<file path="src/verilog/trim_regs_pkg.sv">
/*
 * Constants and types shared by the sampling timing and offset trim bank.
 * Assumes byte-wide register access at the printed byte addresses.
 */
package trim_regs_pkg;

    // ========================================================================
    // Widths
    localparam int ADDR_W = 12;
    localparam int DATA_W = 8;
    localparam int TRIM_W = 8;
    localparam int OFS_W = 12;
    localparam int OFS_REG_W = 16;
    localparam int OFS_HI_BITS = OFS_W - DATA_W;
    localparam int OFS_RSVD_W = OFS_REG_W - OFS_W;
    localparam int NUM_TIMING = 4;

    // ========================================================================
    // Register byte addresses
    localparam logic [ADDR_W-1:0] TIMING_BASE_ADDR = 12'h086;
    localparam logic [ADDR_W-1:0] ADDR_TIMING_A = 12'h086;
    localparam logic [ADDR_W-1:0] ADDR_TIMING_CA = 12'h087;
    localparam logic [ADDR_W-1:0] ADDR_TIMING_CB = 12'h088;
    localparam logic [ADDR_W-1:0] ADDR_TIMING_B = 12'h089;
    localparam logic [ADDR_W-1:0] ADDR_OFFSET_LO = 12'h08a;
    localparam logic [ADDR_W-1:0] ADDR_OFFSET_HI = 12'h08b;

    // ========================================================================
    // Timing trim array slots, in address order
    localparam int IDX_A = 0;
    localparam int IDX_CA = 1;
    localparam int IDX_CB = 2;
    localparam int IDX_B = 3;

    // ========================================================================
    // Reset and idle values
    localparam logic [OFS_RSVD_W-1:0] OFS_RSVD_RESET = 4'h0;
    localparam logic [DATA_W-1:0] READ_ZERO = 8'h00;
    localparam logic [TRIM_W-1:0] TRIM_ZERO = 8'h00;
    localparam logic [OFS_W-1:0] OFS_ZERO = 12'h000;

    // ========================================================================
    // Role of core C in dual-channel mode
    typedef enum logic [1:0] {
        CORE_C_IDLE,
        CORE_C_FOR_A,
        CORE_C_FOR_B
    } core_c_role_t;

endpackage

</file>
<file path="src/verilog/trim_route.sv">
/*
 * Routes the stored trims to the converter cores for the present mode.
 * Assumes mode and input selection come from logic on the same clock.
 */
`timescale 1ns/10ps
module trim_route
    import trim_regs_pkg::*;
(
    // Clock and reset
    input wire logic clk_in,
    input wire logic sys_rst_in,
    // Mode
    input wire logic dual_mode_in,
    input core_c_role_t core_c_role_in,
    input wire logic core_a_on_input_a_in,
    // Stored trims
    input wire logic [TRIM_W-1:0] timing_a_in,
    input wire logic [TRIM_W-1:0] timing_ca_in,
    input wire logic [TRIM_W-1:0] timing_cb_in,
    input wire logic [TRIM_W-1:0] timing_b_in,
    input wire logic [OFS_W-1:0] offset_a_in,
    // Trims to the cores
    output logic [TRIM_W-1:0] core_a_timing_out,
    output logic [TRIM_W-1:0] core_b_timing_out,
    output logic [TRIM_W-1:0] core_c_timing_out,
    output logic timing_apply_out,
    output logic core_c_apply_out,
    output logic [OFS_W-1:0] offset_core_a_out,
    output logic offset_apply_out
);

    // ========================================================================
    // Dual-channel timing trims for cores A and B
    always_ff @(posedge clk_in) begin
        if (sys_rst_in || !dual_mode_in) begin
            core_a_timing_out <= TRIM_ZERO;
            core_b_timing_out <= TRIM_ZERO;
            timing_apply_out <= 1'b0;
        end else begin
            core_a_timing_out <= timing_a_in;
            core_b_timing_out <= timing_b_in;
            timing_apply_out <= 1'b1;
        end
    end

    // ========================================================================
    // Core C takes its own trim for the core it stands in for (C-for-A or C-for-B)
    always_ff @(posedge clk_in) begin
        if (sys_rst_in || !dual_mode_in) begin
            core_c_timing_out <= TRIM_ZERO;
            core_c_apply_out <= 1'b0;
        end else begin
            case (core_c_role_in)
                CORE_C_FOR_A: begin
                    core_c_timing_out <= timing_ca_in;
                    core_c_apply_out <= 1'b1;
                end
                CORE_C_FOR_B: begin
                    core_c_timing_out <= timing_cb_in;
                    core_c_apply_out <= 1'b1;
                end
                default: begin
                    core_c_timing_out <= TRIM_ZERO;
                    core_c_apply_out <= 1'b0;
                end
            endcase
        end
    end

    // ========================================================================
    // Offset trim for core A on input A only
    always_ff @(posedge clk_in) begin
        if (sys_rst_in || !core_a_on_input_a_in) begin
            offset_core_a_out <= OFS_ZERO;
            offset_apply_out <= 1'b0;
        end else begin
            offset_core_a_out <= offset_a_in;
            offset_apply_out <= 1'b1;
        end
    end
endmodule // trim_route

</file>
<file path="src/verilog/sample_timing_offset_trim_regs.sv">
/*
 * Register bank for dual-channel timing trims and core A input A offset.
 * Assumes factory trim values and calibration status are on the same clock.
 */
// Implementation choice: the strobed register port.
// Functional notes
// Each timing trim is an 8-bit read/write field setting one sample instant.
// Dual mode: separate trims for A, C-for-A, C-for-B, B; each own case.
// Trims load factory values at reset; software reads and overwrites them.
// Offset trim is 12-bit unsigned in bits 11:0 over two byte addresses.
// Offset register bits 15:12 are reserved, read/write, reset to zero.
// Host never writes offset trims during foreground calibration.
// Host never writes offset trims with both background enables set.
// Offset cal on, background offset off: read only after foreground done.
// Both background enables set: read only while calibration halted.
// Core A offset trim applies only while core A samples input A.
`timescale 1ns/10ps
module sample_timing_offset_trim_regs
    import trim_regs_pkg::*;
(
    // Clock and reset
    input wire logic clk_in,
    input wire logic sys_rst_in,
    // Register port
    input wire logic [ADDR_W-1:0] reg_addr_in,
    input wire logic [DATA_W-1:0] reg_wdata_in,
    input wire logic reg_wr_in,
    input wire logic reg_rd_in,
    output logic [DATA_W-1:0] reg_rdata_out,
    // Factory trim values
    input wire logic [TRIM_W-1:0] factory_timing_a_in,
    input wire logic [TRIM_W-1:0] factory_timing_ca_in,
    input wire logic [TRIM_W-1:0] factory_timing_cb_in,
    input wire logic [TRIM_W-1:0] factory_timing_b_in,
    input wire logic [OFS_W-1:0] factory_offset_in,
    // Calibration status
    input wire logic fg_cal_active_in,
    input wire logic background_cal_enable_in,
    input wire logic background_offset_cal_enable_in,
    input wire logic offset_cal_enable_in,
    input wire logic foreground_cal_done_in,
    input wire logic calibration_halted_flag_in,
    // Mode
    input wire logic dual_mode_in,
    input core_c_role_t core_c_role_in,
    input wire logic core_a_on_input_a_in,
    // Trims to the cores
    output logic [TRIM_W-1:0] core_a_timing_out,
    output logic [TRIM_W-1:0] core_b_timing_out,
    output logic [TRIM_W-1:0] core_c_timing_out,
    output logic timing_apply_out,
    output logic core_c_apply_out,
    output logic [OFS_W-1:0] offset_core_a_out,
    output logic offset_apply_out,
    // Access windows
    output logic offset_write_safe_out,
    output logic offset_read_safe_out
);

    // ========================================================================
    // Address decode
    function automatic logic addr_hit(input logic [ADDR_W-1:0] addr,
                                      input logic [ADDR_W-1:0] target);
        addr_hit = (addr == target);
    endfunction

    logic [TRIM_W-1:0] timing_q [NUM_TIMING];
    logic [TRIM_W-1:0] factory_timing [NUM_TIMING];
    logic [OFS_REG_W-1:0] offset_q;
    logic [DATA_W-1:0] rd_mux_d;

    assign factory_timing[IDX_A] = factory_timing_a_in;
    assign factory_timing[IDX_CA] = factory_timing_ca_in;
    assign factory_timing[IDX_CB] = factory_timing_cb_in;
    assign factory_timing[IDX_B] = factory_timing_b_in;

    // ========================================================================
    // Timing trim registers
    genvar g;
    generate
        for (g = 0; g < NUM_TIMING; g++) begin : gen_timing
            localparam logic [ADDR_W-1:0] SLOT_ADDR =
                TIMING_BASE_ADDR + ADDR_W'(g);
            always_ff @(posedge clk_in) begin
                if (sys_rst_in) begin
                    timing_q[g] <= factory_timing[g];
                end else if (reg_wr_in && addr_hit(reg_addr_in, SLOT_ADDR)) begin
                    timing_q[g] <= reg_wdata_in;
                end
            end
        end
    endgenerate

    // ========================================================================
    // Offset trim register
    always_ff @(posedge clk_in) begin
        if (sys_rst_in) begin
            offset_q <= {OFS_RSVD_RESET, factory_offset_in};
        end else if (reg_wr_in && addr_hit(reg_addr_in, ADDR_OFFSET_LO)) begin
            offset_q[DATA_W-1:0] <= reg_wdata_in;
        end else if (reg_wr_in && addr_hit(reg_addr_in, ADDR_OFFSET_HI)) begin
            offset_q[OFS_REG_W-1:DATA_W] <= reg_wdata_in;
        end
    end

    // ========================================================================
    // Read path
    always_comb begin
        rd_mux_d = READ_ZERO;
        if (addr_hit(reg_addr_in, ADDR_TIMING_A)) begin
            rd_mux_d = timing_q[IDX_A];
        end else if (addr_hit(reg_addr_in, ADDR_TIMING_CA)) begin
            rd_mux_d = timing_q[IDX_CA];
        end else if (addr_hit(reg_addr_in, ADDR_TIMING_CB)) begin
            rd_mux_d = timing_q[IDX_CB];
        end else if (addr_hit(reg_addr_in, ADDR_TIMING_B)) begin
            rd_mux_d = timing_q[IDX_B];
        end else if (addr_hit(reg_addr_in, ADDR_OFFSET_LO)) begin
            rd_mux_d = offset_q[DATA_W-1:0];
        end else if (addr_hit(reg_addr_in, ADDR_OFFSET_HI)) begin
            rd_mux_d = offset_q[OFS_REG_W-1:DATA_W];
        end
    end

    always_ff @(posedge clk_in) begin
        if (sys_rst_in || !reg_rd_in) begin
            reg_rdata_out <= READ_ZERO;
        end else begin
            reg_rdata_out <= rd_mux_d;
        end
    end

    // ========================================================================
    // Offset access windows shown to the host
    always_ff @(posedge clk_in) begin
        if (sys_rst_in) begin
            offset_write_safe_out <= 1'b0;
            offset_read_safe_out <= 1'b0;
        end else begin
            offset_write_safe_out <= !fg_cal_active_in &&
                !(background_cal_enable_in &&
                  background_offset_cal_enable_in);
            if (offset_cal_enable_in && !background_offset_cal_enable_in) begin
                offset_read_safe_out <= foreground_cal_done_in;
            end else if (background_cal_enable_in &&
                         background_offset_cal_enable_in) begin
                offset_read_safe_out <= calibration_halted_flag_in;
            end else begin
                offset_read_safe_out <= 1'b1;
            end
        end
    end

    // ========================================================================
    // Trim routing to the cores
    trim_route u_route (
        .clk_in(clk_in),
        .sys_rst_in(sys_rst_in),
        .dual_mode_in(dual_mode_in),
        .core_c_role_in(core_c_role_in),
        .core_a_on_input_a_in(core_a_on_input_a_in),
        .timing_a_in(timing_q[IDX_A]),
        .timing_ca_in(timing_q[IDX_CA]),
        .timing_cb_in(timing_q[IDX_CB]),
        .timing_b_in(timing_q[IDX_B]),
        .offset_a_in(offset_q[OFS_W-1:0]),
        .core_a_timing_out(core_a_timing_out),
        .core_b_timing_out(core_b_timing_out),
        .core_c_timing_out(core_c_timing_out),
        .timing_apply_out(timing_apply_out),
        .core_c_apply_out(core_c_apply_out),
        .offset_core_a_out(offset_core_a_out),
        .offset_apply_out(offset_apply_out)
    );
endmodule // sample_timing_offset_trim_regs

</file>
<file path="config.mk">
export PLATFORM = sky130hd
export DESIGN_NAME = sample_timing_offset_trim_regs
export DESIGN_NICKNAME = d
export VERILOG_FILES = /design/src/verilog/trim_regs_pkg.sv /design/src/verilog/trim_route.sv /design/src/verilog/sample_timing_offset_trim_regs.sv
export SDC_FILE = /design/constraint.sdc
export NUM_CORES = 1
export LEC_CHECK = 0
export BUFFER_PORTS_ARGS = -buffer_cell sky130_fd_sc_hd__buf_2
export CELL_PAD_IN_SITES_DETAIL_PLACEMENT = 2
export CELL_PAD_IN_SITES_GLOBAL_PLACEMENT = 2
export CORE_MARGIN = 1
export CORE_UTILIZATION = 33
export CTS_BUF_LIST = sky130_fd_sc_hd__clkbuf_8 sky130_fd_sc_hd__clkbuf_16
export DETAILED_ROUTE_END_ITERATION = 8
export PLACE_DENSITY_LB_ADDON = 0.1
export SYNTH_ARGS = -nofsm -noshare
export SYNTH_HDL_FRONTEND = slang
export SYNTH_SLANG_ARGS = --single-unit
</file>
<file path="constraint.sdc">
create_clock -name clk_in -period 2.75 [get_ports clk_in]
set_input_delay 0.55 -clock clk_in [delete_from_list [all_inputs] [get_ports clk_in]]
set_output_delay 0.55 -clock clk_in [all_outputs]
set_load 0.005 [all_outputs]
</file>
# ---- Yosys cells after proc, flatten, opt, wreduce, memory -nomap -nowiden
# Memory sizes are Yosys's and may differ from the RTL's.
# Cells that the tools add are included.
dict set report totals {
  reg_bits 65
  latch_bits 0
  ram_bits 32
  mem_bits_ro 0
  in_bits 78
  out_inout_bits 49
  wordCells 85
  n_memories 1
}
dict set report classes {
  n_addsub 0
  mul 0
  div_mod_pow 0
  magnitude_cmp 0
  eq_ne 9
  shift 0
  n_mux 34
  bitwise 5
  reduce_logical 23
}
# name words width rd rd_clocked_by_memory_dff wr line_no
set memory_table {}
lappend memory_table {timing_q 4 8 4 0 4 sample_timing_offset_trim_regs.sv:67} ;# logic [TRIM_W-1:0] timing_q [NUM_TIMING];
# cell count
set op_table {}
lappend op_table {{two-way mux 8 bit} 11}
lappend op_table {{== test 12 x 8 -> 1 bit, second input constant} 6}
lappend op_table {{two-way mux 1 bit} 19}
lappend op_table {{one-hot mux 8 bit (2 select lines)} 1}
lappend op_table {{two-way mux 12 bit} 1}
lappend op_table {{logical AND 1 bit} 9}
lappend op_table {{two-way mux 4 bit} 2}
lappend op_table {{logical NOT 1 bit} 6}
lappend op_table {{bitwise OR 1 bit} 4}
lappend op_table {{AND reduction 2 bit} 2}
lappend op_table {{nonzero test 2 bit} 2}
lappend op_table {{logical OR 1 bit} 3}
lappend op_table {{== test 2 x 1 -> 1 bit, second input constant} 1}
lappend op_table {{== test 2 bit, second input constant} 1}
lappend op_table {{inequality test 2 bit, second input constant} 1}
lappend op_table {{OR reduction 2 bit} 1}
lappend op_table {{NOT 1 bit} 1}

# ---- Longest topological paths before layout
# Gate-level depths: netlist (run 1).
dict set report depth {
  depth_word 7
  depth_mapped 5
  ltp_nobuf 4
}

# ---- Hierarchy
# From an unflattened synthesis (run 1), not the netlist that was laid out.
dict set report unflattened {
  hier_cells 313
  area_unflattened_um2 4015.1
}
# mod instances cells_each area_each_um2 seq_area_each_um2
set by_module_without_submodules {}
lappend by_module_without_submodules {sample_timing_offset_trim_regs 1 217 2880.3 1601.5}
lappend by_module_without_submodules {trim_route 1 96 1134.8 780.7}

# ---- Worst setup path before layout (run 1)
# OpenSTA, ideal clock, no wires.
dict set report synth_timing {
  kind {in2reg}
  start {input reg_addr_in[6]}
  end {register offset_q[0], enable pin}
  setup_ps 330
  arrival_time_ps 1877
  required_time_ps 2420
  setup_slack_ps 544
  path_stages 4
  n_path_buf 1
  cell_sequence {nor4b_4 buf_4 and2_2 a41o_1}
}
dict set report synth_via {
  elab_chain_len 3
}
# item line_no
set synth_rtl {}
lappend synth_rtl {{start: declaration} sample_timing_offset_trim_regs.sv:25} ;# input wire logic [ADDR_W-1:0] reg_addr_in,
lappend synth_rtl {{== test 12 x 8 -> 1 bit} sample_timing_offset_trim_regs.sv:64} ;# addr_hit = (addr == target);
lappend synth_rtl {{logical AND 1 bit} sample_timing_offset_trim_regs.sv:99} ;# end else if (reg_wr_in && addr_hit(reg_addr_in, ADDR_OFFSET_LO)) begin
lappend synth_rtl {{nonzero test 2 bit (no source line)} n/a}
lappend synth_rtl {{end signal: assignment} sample_timing_offset_trim_regs.sv:98} ;# offset_q <= {OFS_RSVD_RESET, factory_offset_in};
lappend synth_rtl {{end signal: indexed assignment} sample_timing_offset_trim_regs.sv:100} ;# offset_q[DATA_W-1:0] <= reg_wdata_in;
lappend synth_rtl {{end signal: indexed assignment} sample_timing_offset_trim_regs.sv:102} ;# offset_q[OFS_REG_W-1:DATA_W] <= reg_wdata_in;
lappend synth_rtl {{end: declaration} sample_timing_offset_trim_regs.sv:69} ;# logic [OFS_REG_W-1:0] offset_q;
# Every way passes these cells.
# A chain may end at the register's enable or synchronous reset.

==> results.ini, run 1 <==
[run_status]
outcome=complete, no violations

[final_layout]
synthToLayoutAreaGrowth_pct=26.58
antenna_cells=0
layout-drive-gt1-share_pct=44.03
fin_nets=527

[worst_setup_path]
crit_chain=buf_2 -> and3b_1 -> nand4_4 -> mux2_2
crit_type=primary input to register
cp_num_buf_inv=1
r2r_end=reg_rdata_out[4]
critPathLaunchType=primary input
cpPeakStageDelay_ns=0.63
r2r_slack_ns=1.34
reg2reg_depth=3
crit_fanout=15
r2r-start=timing_q[3][4]
crit_family=simple AND/OR/NAND/NOR gates
cp-startpoint=reg_addr_in[1]
end_kind=register
cp.arrival_ns=2.17
crit_slowest_cell=and3b_1
cp.required_ns=2.84

[yosys]
synth_area_um2=4119
synth_edf_count=44
yosys.area.top_type=edfxtp_1
synth-seq-area-share_pct=57.84
synth-seq-cells=97
syn_nets=404
postSynthAreaPerCell_um2=12.71
yosys-top-cells-area=edfxtp_1, dfxtp_1, mux2_2
synth_top_cell_area_share_pct=32.08
ys_types=35
async_flop_share_pct=0
ys.flop_type=dfxtp_1
yosys_warnings=0
syn-instance-count=324

[global_route]
grt_pass1_wl_mm=18.79
grt_pass1_vias=3380
grt_max_degree=31
grt-ovfl-total=0
antenna_found_initial=0
track_usage_pct=19.86

[timing]
max_slew_margin_pct=44.38
finClkSkew_ns=0.005616
slew_violations=0
finalSetupTns_ns=0
finalHoldViolCount=0
finalSetupViolations=0
period_needed_ns=2.075
grt_setup_unrepaired=no
hold_slack_ns=0.3658
tightest_slew_ns=0.8327
period_share_pct=75.45
fmax_mhz=481.9

[worst_hold_path]
worst_hold_path_type=primary input to register
min_path_cells=2
worstHoldStart=fg_cal_active_in
hold_end=offset_write_safe_out

[route]
drt-initial-drc-count=158
drt_pass1_iterations=5
wirelength_mm=12.23
via_per_inst=4.952
drc=0
ant_nets=0
num_vias=3070
routedWlPerCell_um=19.72

[power_and_ir_drop]
power.leakage_nw=2.322
ir_worst_vdd_mv=0.2846
pwr_density_cell_nw_per_um2=609.9

[clocking]
cts_post_setup_buffers_inserted=0
cts_inserted_buffers=9
ctsHoldBuffers=0
path_clk_slew_ns=0.07
clk_latency_ns=0.34
htree_num_levels=3
cts_root_buffer=clkbuf_16
ctsResizeCount=0
clk_path_buf_depth=2
tritoncts=yes
cts.sinks=97

[placed_design]
gp_congestion=0.7951
port_buffers=126
place_hpwl_mm=9.728

[die]
row_count=40
core_um2=12110
die_y_um=113.7
dieArea_um2=12930
top_level_ports=127
initial_core_util_pct=34.01
dieWidth_um=113.7

[flow_run]
max_cap_violations=0

[worst reg2reg max path: cells and delay by family (launching register included)]
family,cells,cell delay [ns]
compound gates,2,0.50
flops,1,0.46
mux,1,0.32
[stage by stage]
stage / instance area [µm²] / total power, mW / utilization [%] / worst slack (ns) / instances
floorplan: 4119 / 1.799 / - / 0.5437 / 324
global placement: 4913 / 1.958 / 40.57 / 0.4842 / 604
detailed placement: 4913 / 1.971 / 40.57 / 0.3380 / 604
CTS: 5214 / 3.223 / 43.05 / 0.6945 / 620
global route: 5214 / 3.308 / 43.05 / 0.5706 / 620
finish: 5214 / 3.180 / 43.05 / 0.6750 / 620
[area by class of cell]
| class | count | area [µm²] |
|---|---|---|
| repair buffers | 132 | 675.6 |
| inverters | 5 | 18.77 |
| clock buffers | 13 | 280.3 |
| fillers | 1283 | 6898 |
| clock inverters | 3 | 20.02 |
| well taps | 168 | 210.2 |
| flip-flops and latches | 97 | 2382 |
| multi-input cells | 202 | 1627 |
[worst max-delay path by stage]
| stage | depth (start not counted) | end |
|---|---|---|
| floorplan | 4 | offset_q[0] |
| global placement | 4 | timing_q[1][1] |
| detailed placement | 4 | timing_q[0][3] |
| CTS | 4 | timing_q[0][3] |
| global route | 4 | timing_q[0][5] |
| finish | 4 | timing_q[0][3] |
[synthesized netlist by cell type (2+ instances only)]
cell        n
o21ai_0     8
a41o_1      3
and2_1     28
a222oi_1    8
nand2b_1   14
nor4b_4     2
dfxtp_1    53
buf_1       4
o2111ai_1   8
nor2b_1     6
a31o_2      2
a22oi_1     8
nand2_1    26
a21oi_1     8
inv_1       5
edfxtp_1   44
buf_4       2
ha_1        2
and3b_1    11
mux2_2     40
nand4_4     5
clkbuf_1   12
nor2_1     10
mux2i_1     4
[logic make-up (layout without fill, tap and decap cells)]
| family | after synthesis | after routing | synth area share (%) |
|---|---|---|---|
| and+or+nand+nor | 109 | 109 | 18.38 |
| muxes | 44 | 44 | 11.91 |
| buffers and inverters | 25 | 153 | 2.673 |
| AOI/OAI and AO/OA | 47 | 47 | 8.597 |
| adders and majority gates | 2 | 2 | 0.6074 |
| DFF | 97 | 97 | 57.84 |
[flip-flops by register name, indices dropped and copies added, names as in the netlist]
register / cells
timing_q: 32
u_route.offset_apply_out: 1
offset_write_safe_out: 1
u_route.timing_apply_out: 1
u_route.core_b_timing_out: 8
u_route.offset_core_a_out: 12
u_route.core_c_apply_out: 1
offset_read_safe_out: 1
u_route.core_a_timing_out: 8
offset_q: 16
reg_rdata_out: 8
u_route.core_c_timing_out: 8
[cells in the final DEF, fill, tap and decap left out, drive strengths merged, types with 10 or more instances in the layout]
| master | n |
|---|---|
| and2 | 29 |
| and3b | 11 |
| edfxtp | 44 |
| dfxtp | 53 |
| nand2 | 26 |
| nand2b | 14 |
| buf | 132 |
| clkbuf | 13 |
| mux2 | 40 |
| nor2 | 10 |
[routing by layer]
metal / wire length, µm / GRT usage (%) / vias up / share of wire [%]
met5: 0 / 0 / - / 0
li1: - / - / 1441 / -
met3: 687 / 4.091 / 16 / 5.6
met1: 5070 / 23.61 / 1505 / 41
met2: 6247 / 35.16 / 108 / 51
met4: 221 / 7.544 / 0 / 1.8
[power by group]
group	leakage, nW	internal, mW	switching (mW)
sequential	0.863	1.60	0.0446
combinational	1.31	0.135	0.158
clock	0.149	0.714	0.532
total	2.32	2.45	0.734
No activity file was read; power rests on OpenSTA's default activity.
==> run 2, diff against run 1 <==
==> constraint.sdc (replaced) <==
create_clock -name clk_in -period 2.1 [get_ports clk_in]
set_input_delay 0.42 -clock clk_in [delete_from_list [all_inputs] [get_ports clk_in]]
set_output_delay 0.42 -clock clk_in [all_outputs]
set_load 0.005 [all_outputs]
==> run 2 against run 1 <==
Net effect:
- via count grew 2.0%
- critical path type unchanged
- total power grew 32%
- sequential power grew 31%
- global-route usage grew 0.96 points
- worst hold slack lost 0.13 ns
- non-clock buffer count grew 10
- critical path depth grew 1
- clock power grew 32%
- combinational power grew 36%
- first-iteration DRC count shrank 4.4%
==> results.ini, run 2 (synthesized netlist as in run 1, its figures left out) <==
[run_status]
outcome=complete, no violations

[power_and_ir_drop]
power.leakage_nw=2.371
finalPower_mw=4.202
pwr_density_cell_nw_per_um2=795.3
ir_worst_vdd_mv=0.3361

[final_layout]
layout-drive-gt1-share_pct=45.02
largestRegisters=timing_q (32), offset_q (16), u_route.offset_core_a_out (12)
ff_latch_area_um2=2382
fillerInstances=1303
regMostFlops=timing_q
antenna_cells=0
largest_register_ffs=32
fin_nets=537
final_common_cell=buf_2
multiInputGateArea_um2=1627
final_cell_mix=buf_2, dfxtp_1, edfxtp_1, mux2_2, and2_1
synthToLayoutAreaGrowth_pct=28.28

[route]
num_vias=3131
drt-initial-drc-count=151
ant_nets=0
wirelength_mm=12.72
via_per_inst=4.970
drt_pass1_iterations=5
routedWlPerCell_um=20.19
drc=0

[timing]
period_share_pct=76.97
slew_violations=0
tightest_slew_ns=0.5190
finalSetupTns_ns=0
fmax_mhz=618.7
max_slew_margin_pct=65.33
layout_setup_ws_ns=0.4836
finalSetupViolations=0
finClkSkew_ns=0.006838
grt_setup_unrepaired=no
period_needed_ns=1.616
finalHoldViolCount=0
hold_slack_ns=0.2323

[clocking]
clk_path_buf_depth=2
path_clk_slew_ns=0.07
cts_inserted_buffers=9
ctsHoldBuffers=0
tritoncts=yes
clk_latency_ns=0.35
htree_num_levels=3
cts_root_buffer=clkbuf_16
cts_post_setup_buffers_inserted=0
ctsResizeCount=0
cts.sinks=97

[die]
die_y_um=113.7
initial_core_util_pct=34.01
top_level_ports=127
row_count=40
dieWidth_um=113.7
core_um2=12110
dieArea_um2=12930

[worst_hold_path]
worst_hold_path_type=primary input to register
hold_end=offset_write_safe_out
worstHoldStart=fg_cal_active_in
min_path_cells=2

[global_route]
grt_pass1_wl_mm=19.33
grt-ovfl-total=0
grt_max_degree=29
track_usage_pct=20.82
antenna_found_initial=0
grt_pass1_vias=3375

[placed_design]
port_buffers=126
gp_congestion=0.8099
place_hpwl_mm=10.15
dp_slack_ns=0.06627

[worst_setup_path]
cpPeakStageDelay_ns=0.36
r2r_slack_ns=0.67
cp.required_ns=2.20
cp.arrival_ns=1.72
reg2reg_depth=3
r2r-start=timing_q[3][5]
r2r_end=reg_rdata_out[5]
crit_fanout=10
critPathLaunchType=primary input
crit_chain=buf_2 -> nor4b_4 -> buf_4 -> nand4_4 -> mux2_2
cp_num_buf_inv=2
crit_slowest_cell=mux2_2
end_kind=register
crit_type=primary input to register
crit_family=simple AND/OR/NAND/NOR gates

[flow_run]
max_cap_violations=0

## run 2: cell count changes in the layout (fill, tap and decap cells not counted)
cell	change
buf_4	+10
bufinv_16	+1
clkbuf_8	-4
clkinv_2	+1
clkinv_4	+1
inv_1	+1
inv_4	-1
inv_6	+1
## run 2: layer usage
| metal | global-route usage, % | vias to the layer above | routed length [µm] |
|---|---|---|---|
| li1 | - | 1459 | - |
| met1 | 24.78 | 1543 | 5221 |
| met2 | 36.67 | 106 | 6515 |
| met3 | 2.976 | 23 | 617 |
| met4 | 10.44 | 0 | 366 |
| met5 | 0 | - | 0 |
## run 2: how the worst max path moves through the flow
stage	endpoint	cells past startpoint	start	slack (ns)
6_report	timing_q[1][3]	5	reg_addr_in[6]	0.48
5_1_grt	offset_q[3]	4	reg_addr_in[6]	0.38
4_1_cts	timing_q[1][3]	5	reg_addr_in[6]	0.44
3_5_place_dp	timing_q[1][3]	5	reg_addr_in[6]	0.07
3_3_place_gp	timing_q[1][2]	4	reg_addr_in[11]	0.16
2_1_floorplan	offset_q[0]	4	reg_addr_in[6]	0.02
## run 2: stage by stage
step,instances,utilization (%),cell area [µm²]
4_1_cts,630,43.63,5284
6_report,630,43.63,5284
3_5_place_dp,614,41.19,4989
2_1_floorplan,324,-,4119
5_1_grt,630,43.63,5284
3_3_place_gp,614,41.19,4989
## run 2: layout make-up
class	count	share of cell area (%)
Clock buffer	9	4.262
Clock inverter	7	1.326
Inverter	5	0.3552
Multi-Input combinational cell	202	30.78
Sequential cell	97	45.09
Tap cell	168	3.978
Timing Repair Buffer	142	14.21
## run 2: where the power goes
group | switching (mW) | internal, mW | total (mW)
combinational | 0.210 | 0.188 | 0.398
clock | 0.727 | 0.924 | 1.65
sequential | 0.0612 | 2.09 | 2.15
==> run 3, diff against run 2 <==
==> constraint.sdc (replaced) <==
create_clock -name clk_in -period 1.7 [get_ports clk_in]
set_input_delay 0.34 -clock clk_in [delete_from_list [all_inputs] [get_ports clk_in]]
set_output_delay 0.34 -clock clk_in [all_outputs]
set_load 0.005 [all_outputs]
==> run 3 against run 2 <==
Net effect:
- first-iteration DRC count grew 46%
- register-to-register slack lost 0.44 ns
- worst setup slack lost 0.25 ns
- core utilization grew 1.4 points
- worst hold slack lost 0.077 ns
- count of clock-buffer cells in the layout grew 1
- via count is essentially flat
- sequential power grew 24%
- largest cell class unchanged
- largest power group unchanged
==> results.ini, run 3 (synthesized netlist as in run 1, its figures left out) <==
[run_status]
outcome=complete, no violations

[timing]
finalSetupViolations=0
finalHoldViolCount=0
max_slew_margin_pct=52.02
finClkSkew_ns=0.006270
period_share_pct=86.30
fmax_mhz=681.6
tightest_slew_ns=0.7182
slew_violations=0
grt_setup_unrepaired=no
period_needed_ns=1.467
layout_setup_ws_ns=0.2329
hold_slack_ns=0.1555

[die]
row_count=40
dieWidth_um=113.7
top_level_ports=127
dieArea_um2=12930
core_um2=12110
initial_core_util_pct=34.01
die_y_um=113.7

[worst_setup_path]
cp-startpoint=timing_q[3][5]
cpPeakStageDelay_ns=0.46
crit_fanout=2
critPathLaunchType=register
r2r-start=timing_q[3][5]
end_kind=register
crit_slowest_cell=edfxtp_1
cp_num_buf_inv=0
crit_chain=mux2_2 -> a222oi_1 -> a21oi_1
crit_family=compound AO/OA/AOI/OAI gates
cp.required_ns=1.91
crit_type=register to register
cp.arrival_ns=1.68

[route]
ant_nets=0
num_vias=3128
drt-initial-drc-count=220
wirelength_mm=12.55
routedWlPerCell_um=19.73
drt_pass1_iterations=4
drc=0
via_per_inst=4.918

[final_layout]
regMostFlops=timing_q
fin_cells=636
fin_nets=544
layout-drive-gt1-share_pct=46.79
synthToLayoutAreaGrowth_pct=32.41
fillerInstances=1277
antenna_cells=0
final_cell_mix=buf_2, dfxtp_1, edfxtp_1, mux2_2, and2_1
largest_register_ffs=32
largestRegisters=timing_q (32), offset_q (16), u_route.offset_core_a_out (12)
final_common_cell=buf_2

[worst_hold_path]
worst_hold_path_type=primary input to register
worstHoldStart=fg_cal_active_in

[global_route]
grt-ovfl-total=0
grt_max_degree=31
grt_pass1_vias=3349
track_usage_pct=20.42
grt_pass1_wl_mm=19.03
antenna_found_initial=0

[power_and_ir_drop]
ir_worst_vdd_mv=0.5224
pwr_density_cell_nw_per_um2=960.2
finalPower_mw=5.237
power.leakage_nw=2.446

[clocking]
htree_num_levels=3
clk_path_buf_depth=2
tritoncts=yes
cts_post_setup_buffers_inserted=0
ctsHoldBuffers=0
cts.sinks=97
cts_inserted_buffers=9
ctsResizeCount=0
cts_root_buffer=clkbuf_16
path_clk_slew_ns=0.07
clk_latency_ns=0.34

[placed_design]
placed_cells=621
place_hpwl_mm=9.886
port_buffers=126
gp_congestion=0.7820
dp_slack_ns=-0.2058

[flow_run]
max_cap_violations=0

## run 3: worst register-to-register path: cells and delay by family (launching register included)
kind | cells | cell delay (ns)
muxes | 1 | 0.34
DFF | 1 | 0.46
AOI/OAI and AO/OA | 2 | 0.54
## run 3: power by group
part	leakage, nW	internal (mW)	total [mW]	switching, mW
logic	1.42	0.255	0.522	0.266
clock network	0.158	1.21	2.06	0.850
registers	0.863	2.58	2.66	0.0736
## run 3: through the flow
step | utilization, % | TNS [ns] | instance area [µm²]
after floorplan | - | -8.135 | 4182
after global placement | 42.55 | -3.367 | 5154
after detailed placement | 42.55 | -6.950 | 5154
after CTS | 45.01 | 0 | 5451
after global routing | 45.03 | 0 | 5454
final | 45.03 | 0 | 5454
## run 3: metal layers
metal | share of wire, % | vias to the layer above | global-route usage, %
li1 | - | 1458 | -
met1 | 42 | 1564 | 25.16
met2 | 52 | 92 | 36.26
met3 | 4.1 | 14 | 2.497
met4 | 1.9 | 0 | 8.158
met5 | 0 | - | 0
## run 3: layout make-up
cell class                      count  area [µm²]  share of cell area [%]
Clock buffer                       10       250.2                   4.588
Clock inverter                      5       47.55                  0.8718
Inverter                            5       18.77                  0.3441
Multi-Input combinational cell    202        1692                   31.02
Sequential cell                    97        2382                   43.68
Tap cell                          168       210.2                   3.854
Timing Repair Buffer              149       853.3                   15.65
## run 3: worst paths after layout
path         cells after the start                     to  slack [ns]
max                              3       reg_rdata_out[5]        0.23
max reg2reg                      3       reg_rdata_out[5]        0.23
min                              2  offset_write_safe_out        0.16
min reg2reg                      2           offset_q[15]        0.48
